$ cat config.mk
export PLATFORM = sky130hd
export DESIGN_NAME = mmnp_core
export DESIGN_NICKNAME = d
export VERILOG_FILES = /design/src/mmnp_data_decode.v /design/src/mmnp_flash_decode.v /design/src/mmnp_core.v
export VERILOG_INCLUDE_DIRS = /design/src
export SDC_FILE = /design/constraint.sdc
export NUM_CORES = 1
export LEC_CHECK = 0
export BUFFER_PORTS_ARGS = -buffer_cell sky130_fd_sc_hd__clkbuf_2
export CORE_AREA = 5 5 97 190
export CTS_CLUSTER_SIZE = 10
export DETAILED_ROUTE_END_ITERATION = 10
export DIE_AREA = 0 0 102 195
export PLACE_DENSITY = 0.75
export SETUP_SLACK_MARGIN = 0.5
export SLEW_MARGIN = 30
export SYNTH_ARGS = -nofsm -noshare
export SYNTH_HDL_FRONTEND = slang
export SYNTH_SLANG_ARGS = --single-unit
$ cat constraint.sdc
create_clock -name i_clk_sys -period 7.5 [get_ports i_clk_sys]
set_input_delay 2.25 -clock i_clk_sys [delete_from_list [all_inputs] [get_ports i_clk_sys]]
set_output_delay 2.25 -clock i_clk_sys [all_outputs]
set_load 0.02 [all_outputs]
$ cat src/mmnp_map.vh
// address map, lock, fuse and signature constants for the memory map and protection block
`ifndef MMNP_MAP_VH
`define MMNP_MAP_VH
// flash word map, larger variant
`define MMNP_FL_TABLE_START 17'h0F000
`define MMNP_FL_APP_END     17'h0FFFF
`define MMNP_FL_BOOT_START  17'h10000
`define MMNP_FL_BOOT_END    17'h10FFF
// flash word map, smaller variant
`define MMNP_FS_TABLE_START 17'h07800
`define MMNP_FS_APP_END     17'h07FFF
`define MMNP_FS_BOOT_START  17'h08000
`define MMNP_FS_BOOT_END    17'h087FF
// data byte map
`define MMNP_IO_END         24'h000FFF
`define MMNP_EE_START       24'h001000
`define MMNP_EE_END         24'h0017FF
`define MMNP_SRAM_START     24'h002000
`define MMNP_SRAM_END_L     24'h003FFF
`define MMNP_SRAM_END_S     24'h002FFF
`define MMNP_EXT_END        24'hFFFFFF
// data region codes
`define MMNP_RG_IO          3'h0
`define MMNP_RG_EE          3'h1
`define MMNP_RG_RSV         3'h2
`define MMNP_RG_SRAM        3'h3
`define MMNP_RG_EXT         3'h4
`define MMNP_RG_NONE        3'h7
// lock byte fields, one means unprogrammed
`define MMNP_LOCK_RESET     8'hFF
`define MMNP_FUSE_RESET     8'hFF
// nvm target codes
`define MMNP_TG_FLASH       2'h0
`define MMNP_TG_USIG        2'h1
`define MMNP_TG_PSIG        2'h2
`define MMNP_TG_FUSE        2'h3
// signature row layout (byte offsets)
`define MMNP_SIG_ID0        4'h0
`define MMNP_SIG_ID1        4'h1
`define MMNP_SIG_ID2        4'h2
`define MMNP_SIG_LOT0       4'h3
`define MMNP_SIG_LOT1       4'h4
`define MMNP_SIG_WAFER      4'h5
`define MMNP_SIG_XY0        4'h6
`define MMNP_SIG_XY1        4'h7
`define MMNP_SIG_CAL0       4'h8
`define MMNP_SIG_CAL1       4'h9
`define MMNP_SIG_CAL2       4'hA
`define MMNP_SIG_LEN        16
`define MMNP_CAL_AUTO_N     2
`endif

$ cat src/mmnp_data_decode.v
// data-space byte address decoder
`timescale 1ns/1ps
`default_nettype none
`include "mmnp_map.vh"
module mmnp_data_decode #(
  parameter BIG = 1
) (
  input  wire [23:0] i_addr,
  input  wire        i_ee_mapped,
  output reg  [2:0]  o_region
);
  wire [23:0] sram_end = (BIG != 0) ? `MMNP_SRAM_END_L : `MMNP_SRAM_END_S; // variant sram top

  // fixed starts, linear decode without bank bits
  always @*
  begin
    if (i_addr <= `MMNP_IO_END)
      o_region = `MMNP_RG_IO;
    else if (i_addr <= `MMNP_EE_END)
      o_region = i_ee_mapped ? `MMNP_RG_EE : `MMNP_RG_RSV;
    else if (i_addr < `MMNP_SRAM_START)
      o_region = `MMNP_RG_RSV;
    else if (i_addr <= sram_end)
      o_region = `MMNP_RG_SRAM;
    else
      o_region = `MMNP_RG_EXT;
  end
endmodule
`default_nettype wire

$ cat src/mmnp_flash_decode.v
// flash word address section decoder
`timescale 1ns/1ps
`default_nettype none
`include "mmnp_map.vh"
module mmnp_flash_decode #(
  parameter BIG = 1
) (
  input  wire [16:0] i_waddr,
  output wire        o_valid,
  output wire        o_boot,
  output wire        o_table
);
  wire [16:0] tstart = (BIG != 0) ? `MMNP_FL_TABLE_START : `MMNP_FS_TABLE_START;
  wire [16:0] bstart = (BIG != 0) ? `MMNP_FL_BOOT_START : `MMNP_FS_BOOT_START;
  wire [16:0] bend   = (BIG != 0) ? `MMNP_FL_BOOT_END : `MMNP_FS_BOOT_END;
  // boot directly above application, table is top of application
  assign o_valid = (i_waddr <= bend);
  assign o_boot  = (i_waddr >= bstart) && o_valid;
  assign o_table = (i_waddr >= tstart) && (i_waddr < bstart);
endmodule
`default_nettype wire

$ cat src/mmnp_core.v
// memory map and nvm protection core
`timescale 1ns/1ps
`default_nettype none
`include "mmnp_map.vh"
module mmnp_core #(
  parameter BIG   = 1,                  // 1 larger variant, 0 smaller
  parameter PAGE  = 256,                // user row size in words
  parameter [7:0] ID0 = 8'hA5,          // device id bytes, arbitrary values
  parameter [7:0] ID1 = 8'h5A,          // arbitrary
  parameter [7:0] ID2 = 8'h3C,          // arbitrary
  parameter [47:0] SERIAL = 48'h0,      // lot, wafer, x/y coordinates
  parameter [23:0] CAL = 24'h0          // three calibration bytes
) (
  input  wire        i_clk_sys,
  input  wire        i_rst,
  // cpu flash command, same clock
  input  wire        i_cpu_req,         // one-cycle nvm request
  input  wire        i_cpu_wr,          // 1 write/erase, 0 read
  input  wire        i_cpu_erase,       // erase instead of write
  input  wire [1:0]  i_cpu_tgt,         // target space
  input  wire [16:0] i_cpu_waddr,       // word address
  input  wire [15:0] i_cpu_wdata,
  input  wire [16:0] i_cpu_pc,          // word address of store instruction
  // lock write from cpu
  input  wire        i_cpu_lock_wr,
  input  wire [7:0]  i_cpu_lock_data,
  // programming debug port, pins, synchronised here
  input  wire        i_pdp_req,         // level toggle-free request pulse pin
  input  wire        i_pdp_wr,
  input  wire        i_pdp_erase,
  input  wire        i_pdp_chip_erase,
  input  wire        i_pdp_lock_wr,
  input  wire [1:0]  i_pdp_tgt,
  input  wire [16:0] i_pdp_waddr,
  input  wire [15:0] i_pdp_wdata,
  // fetch check
  input  wire [16:0] i_fetch_waddr,
  input  wire        i_fetch_data_space, // fetch aimed at data space
  // data space
  input  wire [23:0] i_daddr,
  input  wire        i_dwr,
  input  wire        i_ee_mapped,
  input  wire [7:0]  i_rsv_rdata_in,    // unused data of reserved range
  // outputs
  output reg         o_nvm_go,          // accepted flash/user row program
  output reg         o_nvm_erase,
  output reg  [1:0]  o_nvm_tgt,
  output reg  [16:0] o_nvm_waddr,
  output reg  [15:0] o_nvm_wdata,       // one 16-bit word per location
  output reg         o_nvm_rd,          // accepted read
  output reg         o_reject,          // request refused
  output reg  [15:0] o_sig_rdata,       // signature/fuse read data
  output reg  [7:0]  o_lock,
  output reg  [7:0]  o_fuse,
  output reg         o_chip_erase_busy,
  output reg         o_cal_load,        // pulses per auto calibration byte
  output reg  [1:0]  o_cal_sel,
  output reg  [7:0]  o_cal_data,
  output reg         o_fetch_fault,
  output reg  [2:0]  o_dregion,
  output reg         o_dwr_en,
  output reg  [7:0]  o_rsv_rdata
);
  // chip erase states
  localparam CE_IDLE  = 2'h0;
  localparam CE_FLASH = 2'h1;
  localparam CE_LOCK  = 2'h2;

  // synchronisers for pins
  reg  [24:0] pdp_s1;                   // first stage
  reg  [24:0] pdp_s2;                   // second stage
  reg  [16:0] pdp_a1;
  reg  [16:0] pdp_a2;
  reg  [15:0] pdp_d1;
  reg  [15:0] pdp_d2;
  reg         pdp_req_d;                // edge history
  reg  [1:0]  ce_state;
  reg  [16:0] ce_addr;
  reg  [1:0]  cal_cnt;
  reg         cal_busy;
  reg  [7:0]  next_lock;

  wire [16:0] pc_w;
  wire        pc_boot;
  wire        cmd_valid;
  wire        fetch_valid;
  wire [2:0]  dreg;

  // synchronised programmer signals
  wire        p_req       = pdp_s2[0];
  wire        p_wr        = pdp_s2[1];
  wire        p_erase     = pdp_s2[2];
  wire        p_chip      = pdp_s2[3];
  wire        p_lock      = pdp_s2[4];
  wire [1:0]  p_tgt       = pdp_s2[6:5];
  wire [7:0]  p_lockd     = pdp_s2[14:7];
  wire        p_req_rise  = p_req & ~pdp_req_d;

  // section decode of issuing store instruction
  mmnp_flash_decode #(.BIG(BIG)) u_pc_dec (
    .i_waddr (i_cpu_pc),
    .o_valid (),
    .o_boot  (pc_boot),
    .o_table ()
  );

  // range check of target address
  mmnp_flash_decode #(.BIG(BIG)) u_cmd_dec (
    .i_waddr (i_cpu_waddr),
    .o_valid (cmd_valid),
    .o_boot  (),
    .o_table ()
  );

  // data space decoder
  mmnp_data_decode #(.BIG(BIG)) u_ddec (
    .i_addr      (i_daddr),
    .i_ee_mapped (i_ee_mapped),
    .o_region    (dreg)
  );

  assign pc_w = i_fetch_waddr;

  // fetch range valid in program memory
  mmnp_flash_decode #(.BIG(BIG)) u_fetch_dec (
    .i_waddr (pc_w),
    .o_valid (fetch_valid),
    .o_boot  (),
    .o_table ()
  );

  // lock merge: bits may only go from one to zero
  function [7:0] tighten;
    input [7:0] cur;
    input [7:0] req;
    begin
      tighten = cur & req;
    end
  endfunction

  // signature byte lookup
  function [7:0] sig_byte;
    input [3:0] idx;
    begin
      case (idx)
        `MMNP_SIG_ID0:   sig_byte = ID0;
        `MMNP_SIG_ID1:   sig_byte = ID1;
        `MMNP_SIG_ID2:   sig_byte = ID2;
        `MMNP_SIG_LOT0:  sig_byte = SERIAL[7:0];
        `MMNP_SIG_LOT1:  sig_byte = SERIAL[15:8];
        `MMNP_SIG_WAFER: sig_byte = SERIAL[23:16];
        `MMNP_SIG_XY0:   sig_byte = SERIAL[31:24];
        `MMNP_SIG_XY1:   sig_byte = SERIAL[39:32];
        `MMNP_SIG_CAL0:  sig_byte = CAL[7:0];
        `MMNP_SIG_CAL1:  sig_byte = CAL[15:8];
        `MMNP_SIG_CAL2:  sig_byte = CAL[23:16];
        default:         sig_byte = 8'h00;
      endcase
    end
  endfunction

  // pin synchronisers, two flops deep
  always @(posedge i_clk_sys or posedge i_rst)
  begin
    if (i_rst)
    begin
      pdp_s1    <= 25'h0000000;
      pdp_s2    <= 25'h0000000;
      pdp_a1    <= 17'h00000;
      pdp_a2    <= 17'h00000;
      pdp_d1    <= 16'h0000;
      pdp_d2    <= 16'h0000;
      pdp_req_d <= 1'b0;
    end
    else
    begin
      pdp_s1    <= {10'h000, i_pdp_wdata[7:0], i_pdp_tgt, i_pdp_lock_wr,
                    i_pdp_chip_erase, i_pdp_erase, i_pdp_wr, i_pdp_req};
      pdp_s2    <= pdp_s1;
      pdp_a1    <= i_pdp_waddr;
      pdp_a2    <= pdp_a1;
      pdp_d1    <= i_pdp_wdata;
      pdp_d2    <= pdp_d1;
      pdp_req_d <= p_req;
    end
  end

  // next lock value from either writer
  always @*
  begin
    next_lock = o_lock;
    if (i_cpu_lock_wr)
      next_lock = tighten(next_lock, i_cpu_lock_data);
    if (p_req_rise && p_lock)
      next_lock = tighten(next_lock, p_lockd);
  end

  // command acceptance, locks, fuses, chip erase
  always @(posedge i_clk_sys or posedge i_rst)
  begin
    if (i_rst)
    begin
      o_nvm_go          <= 1'b0;
      o_nvm_erase       <= 1'b0;
      o_nvm_tgt         <= `MMNP_TG_FLASH;
      o_nvm_waddr       <= 17'h00000;
      o_nvm_wdata       <= 16'h0000;
      o_nvm_rd          <= 1'b0;
      o_reject          <= 1'b0;
      o_sig_rdata       <= 16'h0000;
      o_lock            <= `MMNP_LOCK_RESET;
      o_fuse            <= `MMNP_FUSE_RESET;
      o_chip_erase_busy <= 1'b0;
      ce_state          <= CE_IDLE;
      ce_addr           <= 17'h00000;
    end
    else
    begin
      o_nvm_go <= 1'b0;
      o_nvm_rd <= 1'b0;
      o_reject <= 1'b0;
      case (ce_state)
        CE_IDLE:
        begin
          o_lock <= next_lock;
          if (p_req_rise && p_chip)
          begin
            ce_state          <= CE_FLASH;
            ce_addr           <= 17'h00000;
            o_chip_erase_busy <= 1'b1;
          end
          else if (p_req_rise && !p_lock)
          begin
            // programmer side
            o_nvm_tgt   <= p_tgt;
            o_nvm_waddr <= pdp_a2;
            o_nvm_wdata <= pdp_d2;
            o_nvm_erase <= p_erase;
            if (p_tgt == `MMNP_TG_PSIG)
            begin
              o_reject    <= p_wr;
              o_nvm_rd    <= ~p_wr;
              o_sig_rdata <= {8'h00, sig_byte(pdp_a2[3:0])};
            end
            else if (p_tgt == `MMNP_TG_FUSE)
            begin
              if (p_wr)
                o_fuse <= pdp_d2[7:0];
              o_nvm_rd    <= ~p_wr;
              o_sig_rdata <= {8'h00, o_fuse};
            end
            else if (p_tgt == `MMNP_TG_USIG && pdp_a2 >= PAGE)
              o_reject <= 1'b1;
            else
            begin
              o_nvm_go <= p_wr;
              o_nvm_rd <= ~p_wr;
            end
          end
          else if (i_cpu_req)
          begin
            // software side
            o_nvm_tgt   <= i_cpu_tgt;
            o_nvm_waddr <= i_cpu_waddr;
            o_nvm_wdata <= i_cpu_wdata;
            o_nvm_erase <= i_cpu_erase;
            if (i_cpu_tgt == `MMNP_TG_PSIG)
            begin
              o_reject    <= i_cpu_wr;
              o_nvm_rd    <= ~i_cpu_wr;
              o_sig_rdata <= {8'h00, sig_byte(i_cpu_waddr[3:0])};
            end
            else if (i_cpu_tgt == `MMNP_TG_FUSE)
            begin
              o_reject    <= i_cpu_wr;
              o_nvm_rd    <= ~i_cpu_wr;
              o_sig_rdata <= {8'h00, o_fuse};
            end
            else if (i_cpu_wr && !pc_boot)
              o_reject <= 1'b1;
            else if (i_cpu_tgt == `MMNP_TG_USIG && i_cpu_waddr >= PAGE)
              o_reject <= 1'b1;
            else if (i_cpu_tgt == `MMNP_TG_FLASH && !cmd_valid)
              o_reject <= 1'b1;
            else
            begin
              o_nvm_go <= i_cpu_wr;
              o_nvm_rd <= ~i_cpu_wr;
            end
          end
        end
        CE_FLASH:
        begin
          // erase flash words only, user row untouched
          o_nvm_go    <= 1'b1;
          o_nvm_erase <= 1'b1;
          o_nvm_tgt   <= `MMNP_TG_FLASH;
          o_nvm_waddr <= ce_addr;
          o_nvm_wdata <= 16'hFFFF;
          ce_addr     <= ce_addr + 17'h00001;
          if (ce_addr == ((BIG != 0) ? `MMNP_FL_BOOT_END : `MMNP_FS_BOOT_END))
            ce_state <= CE_LOCK;
        end
        CE_LOCK:
        begin
          o_lock            <= `MMNP_LOCK_RESET;
          o_chip_erase_busy <= 1'b0;
          ce_state          <= CE_IDLE;
        end
        default:
          ce_state <= CE_IDLE;
      endcase
    end
  end

  // calibration copy after reset release
  always @(posedge i_clk_sys or posedge i_rst)
  begin
    if (i_rst)
    begin
      cal_cnt    <= 2'h0;
      cal_busy   <= 1'b1;
      o_cal_load <= 1'b0;
      o_cal_sel  <= 2'h0;
      o_cal_data <= 8'h00;
    end
    else
    begin
      o_cal_load <= 1'b0;
      if (cal_busy)
      begin
        o_cal_load <= 1'b1;
        o_cal_sel  <= cal_cnt;
        o_cal_data <= sig_byte(`MMNP_SIG_CAL0 + {2'h0, cal_cnt});
        cal_cnt    <= cal_cnt + 2'h1;
        if (cal_cnt == (`MMNP_CAL_AUTO_N - 1))
          cal_busy <= 1'b0;
      end
    end
  end

  // fetch check and data space routing
  always @(posedge i_clk_sys or posedge i_rst)
  begin
    if (i_rst)
    begin
      o_fetch_fault <= 1'b0;
      o_dregion     <= `MMNP_RG_NONE;
      o_dwr_en      <= 1'b0;
      o_rsv_rdata   <= 8'h00;
    end
    else
    begin
      o_fetch_fault <= i_fetch_data_space | ~fetch_valid;
      o_dregion     <= dreg;
      o_dwr_en      <= i_dwr && (dreg != `MMNP_RG_RSV);
      o_rsv_rdata   <= (dreg == `MMNP_RG_RSV) ? 8'h00 : i_rsv_rdata_in;
    end
  end
endmodule
`default_nettype wire

Word-level counts from Yosys, hierarchy flattened
Memory sizes are Yosys's and may differ from the RTL's. A register that Yosys moved wholly into a read port is not among the register bits.
Index checks and enable logic that the tools add are counted.
{"block": "word_totals", "ff_bits": 207, "mem_bits_ro": 384, "output_inout_bits": 96, "n_memories": 3}
{"block": "op_classes", "addsub": 3, "order_cmp": 10, "n_eq_ne": 17, "mux": 77, "bitwise": 10, "n_reduce_logical": 24}
{"name": "(name not given)", "depth": 16, "word_bits": 8, "rd": 1, "rd_ports_with_merged_regs": 0, "wr": 0, "line_no": "mmnp_core.v:145", "rtl": "case (idx)"}
{"name": "(name not given)", "depth": 16, "word_bits": 8, "rd": 1, "rd_ports_with_merged_regs": 0, "wr": 0, "line_no": "mmnp_core.v:145"}
{"name": "(name not given)", "depth": 16, "word_bits": 8, "rd": 1, "rd_ports_with_merged_regs": 1, "wr": 0, "line_no": "mmnp_core.v:145"}
{"op": "16-bit 2-to-1 mux", "n": 9}
{"op": "17-bit 2-to-1 mux", "n": 4}
{"op": "17-bit case mux with 2 select lines", "n": 2}
{"op": "17-bit less-or-equal comparator, second input constant", "n": 3}
{"op": "1-bit 2-to-1 mux", "n": 42}
{"op": "17-bit by 9-bit >= comparator with 1-bit output, second input constant", "n": 2}
{"op": "16-bit case mux with 2 select lines", "n": 1}
{"op": "24-bit by 12-bit less-or-equal comparator with 1-bit output, second input constant", "n": 1}
{"op": "24-bit by 13-bit less-or-equal comparator with 1-bit output, second input constant", "n": 1}
{"op": "24-bit by 14-bit less-or-equal comparator with 1-bit output, second input constant", "n": 1}
{"op": "24-bit by 14-bit less-than comparator with 1-bit output, second input constant", "n": 1}
{"op": "8-bit 2-to-1 mux", "n": 3}
{"op": "17-bit by 1-bit adder with 17-bit output, second input constant", "n": 1}
{"op": "17-bit equality test, second input constant", "n": 1}
{"op": "17-bit >= comparator, second input constant", "n": 1}
{"op": "8-bit AND", "n": 2}
{"op": "8-bit case mux with 2 select lines", "n": 1}
{"op": "2-bit 2-to-1 mux", "n": 6}
{"op": "3-bit 2-to-1 mux", "n": 4}
{"op": "2-bit equality test, second input constant", "n": 5}
{"op": "1-bit logical AND", "n": 9}
{"op": "2-bit by 1-bit equality test with 1-bit output, second input constant", "n": 4}
{"op": "2-bit case mux with 2 select lines", "n": 2}
{"op": "2-bit != test, second input constant", "n": 3}
{"op": "other kinds (18)", "n": 32}

Longest topological paths before layout
{"block": "logic_depth", "word_depth": 12, "mapped_depth": 6, "ltp_nobuf": 5}

Hierarchy
From an unflattened synthesis, not the netlist that was laid out.
{"block": "hier_totals", "hier_cells": 621, "area_unflattened_um2": 7519.7}
{"module": "mmnp_core", "instances": 1, "cells_each": 596, "area_each_um2": 7352.1, "seq_area_each_um2": 4604.4}
{"module": "mmnp_flash_decode", "instances": 3, "cells_each": 5, "area_each_um2": 35.0, "seq_area_each_um2": 0.0}
{"module": "mmnp_data_decode", "instances": 1, "cells_each": 10, "area_each_um2": 62.6, "seq_area_each_um2": 0.0}

Worst setup path before layout
OpenSTA, ideal clock, no wires.
{"block": "synth_timing", "path_kind": "input to register", "start": "input port i_cpu_waddr[15]", "end": "register o_nvm_go", "t_arrival_ps": 3503, "slack_ps": 3933, "cell_stages": 4, "path_buffers": 0, "cell_sequence": "or4_1 > o32a_1 > o31ai_1 > a31o_2"}
{"block": "synth_via", "elab_chain_cells": 12, "word_cells_on_any_way": 14, "classes_between": "order compare (2); mux (9); reduce/logical (3)"}
{"element": "from (decl)", "line_no": "mmnp_core.v:21", "rtl": "input wire [16:0] i_cpu_waddr,"}
{"element": "17-bit less-or-equal comparator", "line_no": "mmnp_flash_decode.v:17", "rtl": "assign o_valid = (i_waddr <= bend);"}
{"element": "1-bit zero test", "line_no": "mmnp_core.v:283", "rtl": "else if (i_cpu_tgt == `MMNP_TG_FLASH && !cmd_valid)"}
{"element": "1-bit logical AND", "line_no": "mmnp_core.v:283"}
{"element": "1-bit 2-to-1 mux", "line_no": "mmnp_core.v:283"}
{"element": "1-bit 2-to-1 mux *", "line_no": "mmnp_core.v:281", "rtl": "else if (i_cpu_tgt == `MMNP_TG_USIG && i_cpu_waddr >= PAGE)"}
{"element": "1-bit 2-to-1 mux *", "line_no": "mmnp_core.v:279", "rtl": "else if (i_cpu_wr && !pc_boot)"}
{"element": "1-bit 2-to-1 mux *", "line_no": "mmnp_core.v:273", "rtl": "else if (i_cpu_tgt == `MMNP_TG_FUSE)"}
{"element": "1-bit 2-to-1 mux *", "line_no": "mmnp_core.v:267", "rtl": "if (i_cpu_tgt == `MMNP_TG_PSIG)"}
{"element": "1-bit 2-to-1 mux *", "line_no": "mmnp_core.v:260", "rtl": "else if (i_cpu_req)"}
{"element": "1-bit 2-to-1 mux *", "line_no": "mmnp_core.v:232", "rtl": "else if (p_req_rise && !p_lock)"}
{"element": "1-bit 2-to-1 mux *", "line_no": "mmnp_core.v:226", "rtl": "if (p_req_rise && p_chip)"}
{"element": "1-bit case mux with 2 select lines *", "line_no": "mmnp_core.v:222", "rtl": "case (ce_state)"}
{"element": "to (signal assigned)", "line_no": "mmnp_core.v:256", "rtl": "o_nvm_go <= p_wr;"}
{"element": "to (signal assigned)", "line_no": "mmnp_core.v:287", "rtl": "o_nvm_go <= i_cpu_wr;"}
{"element": "to (decl)", "line_no": "mmnp_core.v:45", "rtl": "output reg o_nvm_go,"}
Mark *: on every way between the ends. The rest lies on a longest branch, timed or not.
A chain may end at the register's enable or synchronous reset.

Worst setup path in the final report
{"block": "layout_timing", "start": "input port i_cpu_req", "end": "register o_sig_rdata[0]"}
{"block": "layout_via", "elab_chain_cells": 2}
{"element": "from (decl)", "line_no": "mmnp_core.v:17", "rtl": "input wire i_cpu_req,"}
{"element": "2-bit nonzero test (no line)"}
{"element": "5-bit AND reduction (no line)"}
{"element": "to (signal assigned)", "line_no": "mmnp_core.v:243", "rtl": "o_sig_rdata <= {8'h00, sig_byte(pdp_a2[3:0])};"}
{"element": "to (signal assigned)", "line_no": "mmnp_core.v:250", "rtl": "o_sig_rdata <= {8'h00, o_fuse};"}
{"element": "to (signal assigned)", "line_no": "mmnp_core.v:271", "rtl": "o_sig_rdata <= {8'h00, sig_byte(i_cpu_waddr[3:0])};"}
{"element": "to (decl)", "line_no": "mmnp_core.v:52", "rtl": "output reg [15:0] o_sig_rdata,"}
No other way between the ends.

==> impl_metrics.env <==
export IMPL_outcome="completed"
export IMPL_rows=67
export IMPL_grt_pass1_vias=5640
export IMPL_antennaDiodeCount=0
export IMPL_r2r_slack_ns=5.03
export IMPL_worstSetupPathType="input port to flip-flop"
export IMPL_io_pins=254
export IMPL_relSlewSlack_pct=42.0
export IMPL_setup_viol=0
export IMPL_finalCritPeriodShare_pct=46.7
export IMPL_critPathLaunch="i_cpu_req"
export IMPL_cts_tree="yes"
export IMPL_die_h_um=195
export IMPL_cp_num_cells=5
export IMPL_grt_overflow=0
export IMPL_syn_avg_cell_area_um2=12.0
export IMPL_wirelength_mm=18.7
export IMPL_antenna_left=0
export IMPL_vias=5472
export IMPL_die_area_um2=19900
export IMPL_synth_top_flop_cell="dfrtp_1"
export IMPL_syn2layout_area_growth_pct=24.2
export IMPL_synth_cell_types=60
export IMPL_crit_family="buffers and inverters"
export IMPL_r2r_start="pdp_s2[4]"
export IMPL_cp_data_required_time_ns=7.81
export IMPL_worstRegToRegCells=5
export IMPL_layout_nets=987
export IMPL_ys_seq_elements=183
export IMPL_synth_yosys_seq_area_share_pct=61.9
export IMPL_ys_top_cells_by_area="dfrtp_1, dfstp_2, mux2_2"
export IMPL_ir_drop_mv=0.168
export IMPL_numCtsBuffers=17
export IMPL_cts_resized=0
export IMPL_netlist_area_um2=7440
export IMPL_grt_first_pass_wirelength_mm=29.2
export IMPL_syn_inst=620
export IMPL_cpMaxStageDelayCell="nor3_4"
export IMPL_initial_utilization_pct=44.6
export IMPL_drc=0
export IMPL_postCtsSetupBuffers=0
export IMPL_synth_top_cells_by_count="dfrtp_1, nand2_1, nor2_1"
export IMPL_htreeDepth=4
export IMPL_cts_root_buffer="clkbuf_16"
export IMPL_min_period_ns=3.50
export IMPL_crit_buf_inv=2
export IMPL_cts_path_max_buffers=2
export IMPL_synth_edf_count=0
export IMPL_finClkSkew_ns=0.0121
export IMPL_startpoint_type="input port"
export IMPL_cap_violations=0
export IMPL_timing_fmax_mhz=285
export IMPL_die_w_um=102
export IMPL_maxSlewViolCount=0
export IMPL_crit_end="o_sig_rdata[0]"
export IMPL_path_clk_slew_ns=0.07
export IMPL_path_cells="clkbuf_2 > o211ai_4 > buf_4 > nor3_4 > mux2_2"
export IMPL_core_area_um2=16700
export IMPL_worst_pin_slew_ns=0.863
export IMPL_yosys_warnings=0
export IMPL_hold_buffers=0
export IMPL_fin_setup_tns_ns=0
export IMPL_hold_viol=0
export IMPL_cp_max_fo=41
export IMPL_fin_util_pct=55.4
export IMPL_drt_iter0_markers=239
export IMPL_leakagePower_nw=4.42
export IMPL_hpwl_mm=13.8
export IMPL_dr_pass1_iters=4
export IMPL_min_path_type="flip-flop to flip-flop"
export IMPL_multi_input_area_um2=2580
export IMPL_synth_top_cell_by_area="dfrtp_1"
export IMPL_cpPeakStageDelay_ns=0.48
export IMPL_power_density_nw_per_um2=249
export IMPL_grt_max_degree=184
export IMPL_synth_top_area_share_pct=54.8
export IMPL_fillers=1464
export IMPL_via_per_inst=5.26
export IMPL_clk_latency_ns=0.43
export IMPL_io_buffers=202
export IMPL_async_flop_share_pct=100
export IMPL_routedWlPerCell_um=17.9
export IMPL_seqCellArea_um2=4600
export IMPL_timing_rr_end="o_fuse[7]"
export IMPL_antenna_found_initial=0
export IMPL_end_kind="flip-flop"
export IMPL_arrival_ns=3.82
export IMPL_clkSinkCount=183
export IMPL_drive_above_1_share_pct=35.7
export IMPL_synth_most_common_cell="dfrtp_1"
export IMPL_place_congestion=0.835
export IMPL_track_usage_pct=19.1
export IMPL_rsz0062_at_grt="false"
[worst register-to-register path, cell delays in order, from the launching register on]
cell      delay (ns)
dfrtp_1         0.42
nor3b_4         0.26
buf_4           0.52
nand3b_1        0.24
or3_1           0.58
mux2_1          0.38
[metal layers]
layer | up-vias | GRT usage (%) | share of wire, %
met4 | 0 | 9.73 | 4.1
li1 | 2552 | - | -
met3 | 41 | 4.36 | 6.3
met5 | - | 0 | 0
met1 | 2686 | 20.2 | 34
met2 | 193 | 34.3 | 55
[report_power, final]
part           total, mW  switching (mW)  internal [mW]
logic              0.273           0.163          0.109
clock network      0.906           0.414          0.492
registers           1.12          0.0577           1.06
total               2.30           0.635           1.66
[registers in the layout, summed over array words and instances (netlist names), 7 cells and up]
signal and count:
pdp_d1 16, pdp_d2 16, pdp_a2 17, o_rsv_rdata 8, o_nvm_wdata 16, pdp_a1 17
o_lock 8, pdp_s2 7, pdp_s1 7, ce_addr 17, o_nvm_waddr 17, o_sig_rdata 8
o_fuse 8
[cell type report]
| type | instances | share of cell area, % |
|---|---|---|
| multi-input cells | 385 | 28.0 |
| clock inverters | 13 | 1.65 |
| well taps | 207 | 2.80 |
| clock buffers | 19 | 4.90 |
| repair buffers | 208 | 11.8 |
| flip-flops and latches | 183 | 49.8 |
| inverters | 25 | 1.06 |
[how the worst min path moves through the flow]
stage,endpoint,depth (start not counted),start
floorplan,pdp_a2[0],0,pdp_a1[0]
finish,pdp_d2[0],0,pdp_d1[0]
detailed placement,pdp_a2[5],0,pdp_a1[5]
global route,pdp_a2[10],0,pdp_a1[10]
global placement,pdp_d2[15],0,pdp_d1[15]
CTS,pdp_d2[0],0,pdp_d1[0]
[stage by stage]
stage	cell area [um2]	total power, mW	instances	setup slack, ns	hold slack, ns
global placement	8600	1.40	1007	3.55	0.333
floorplan	7500	1.30	635	2.92	0.331
finish	9240	2.30	1040	4.00	0.346
CTS	9210	2.32	1039	3.99	0.347
detailed placement	8610	1.41	1007	3.53	0.335
global route	9240	2.39	1040	3.87	0.354
[kinds of logic (layout without fill, tap and decap cells)]
| group | Yosys count | after routing | share of synthesized area [%] |
|---|---|---|---|
| mux | 59 | 59 | 8.53 |
| fa+ha+maj | 9 | 9 | 1.51 |
| flops | 183 | 183 | 61.9 |
| compound gates | 106 | 106 | 9.93 |
| xor+xnor | 4 | 4 | 0.471 |
| buf+inv | 67 | 265 | 4.27 |
| other cells | 1 | 16 | 0.0504 |
| simple gates | 191 | 191 | 13.3 |
[layout by cell type, fill, tap and decap left out, drive strengths merged, types with 9 or more instances in the layout]
master,count
clkbuf,221
conb,16
dfrtp,163
dfstp,20
ha,9
inv,32
mux2,35
mux2i,24
nand2,55
nand3,15
nor2,42
nor2b,23
o211ai,12
o21ai,33
o311ai,17
Power figures use the tool's default switching activity.
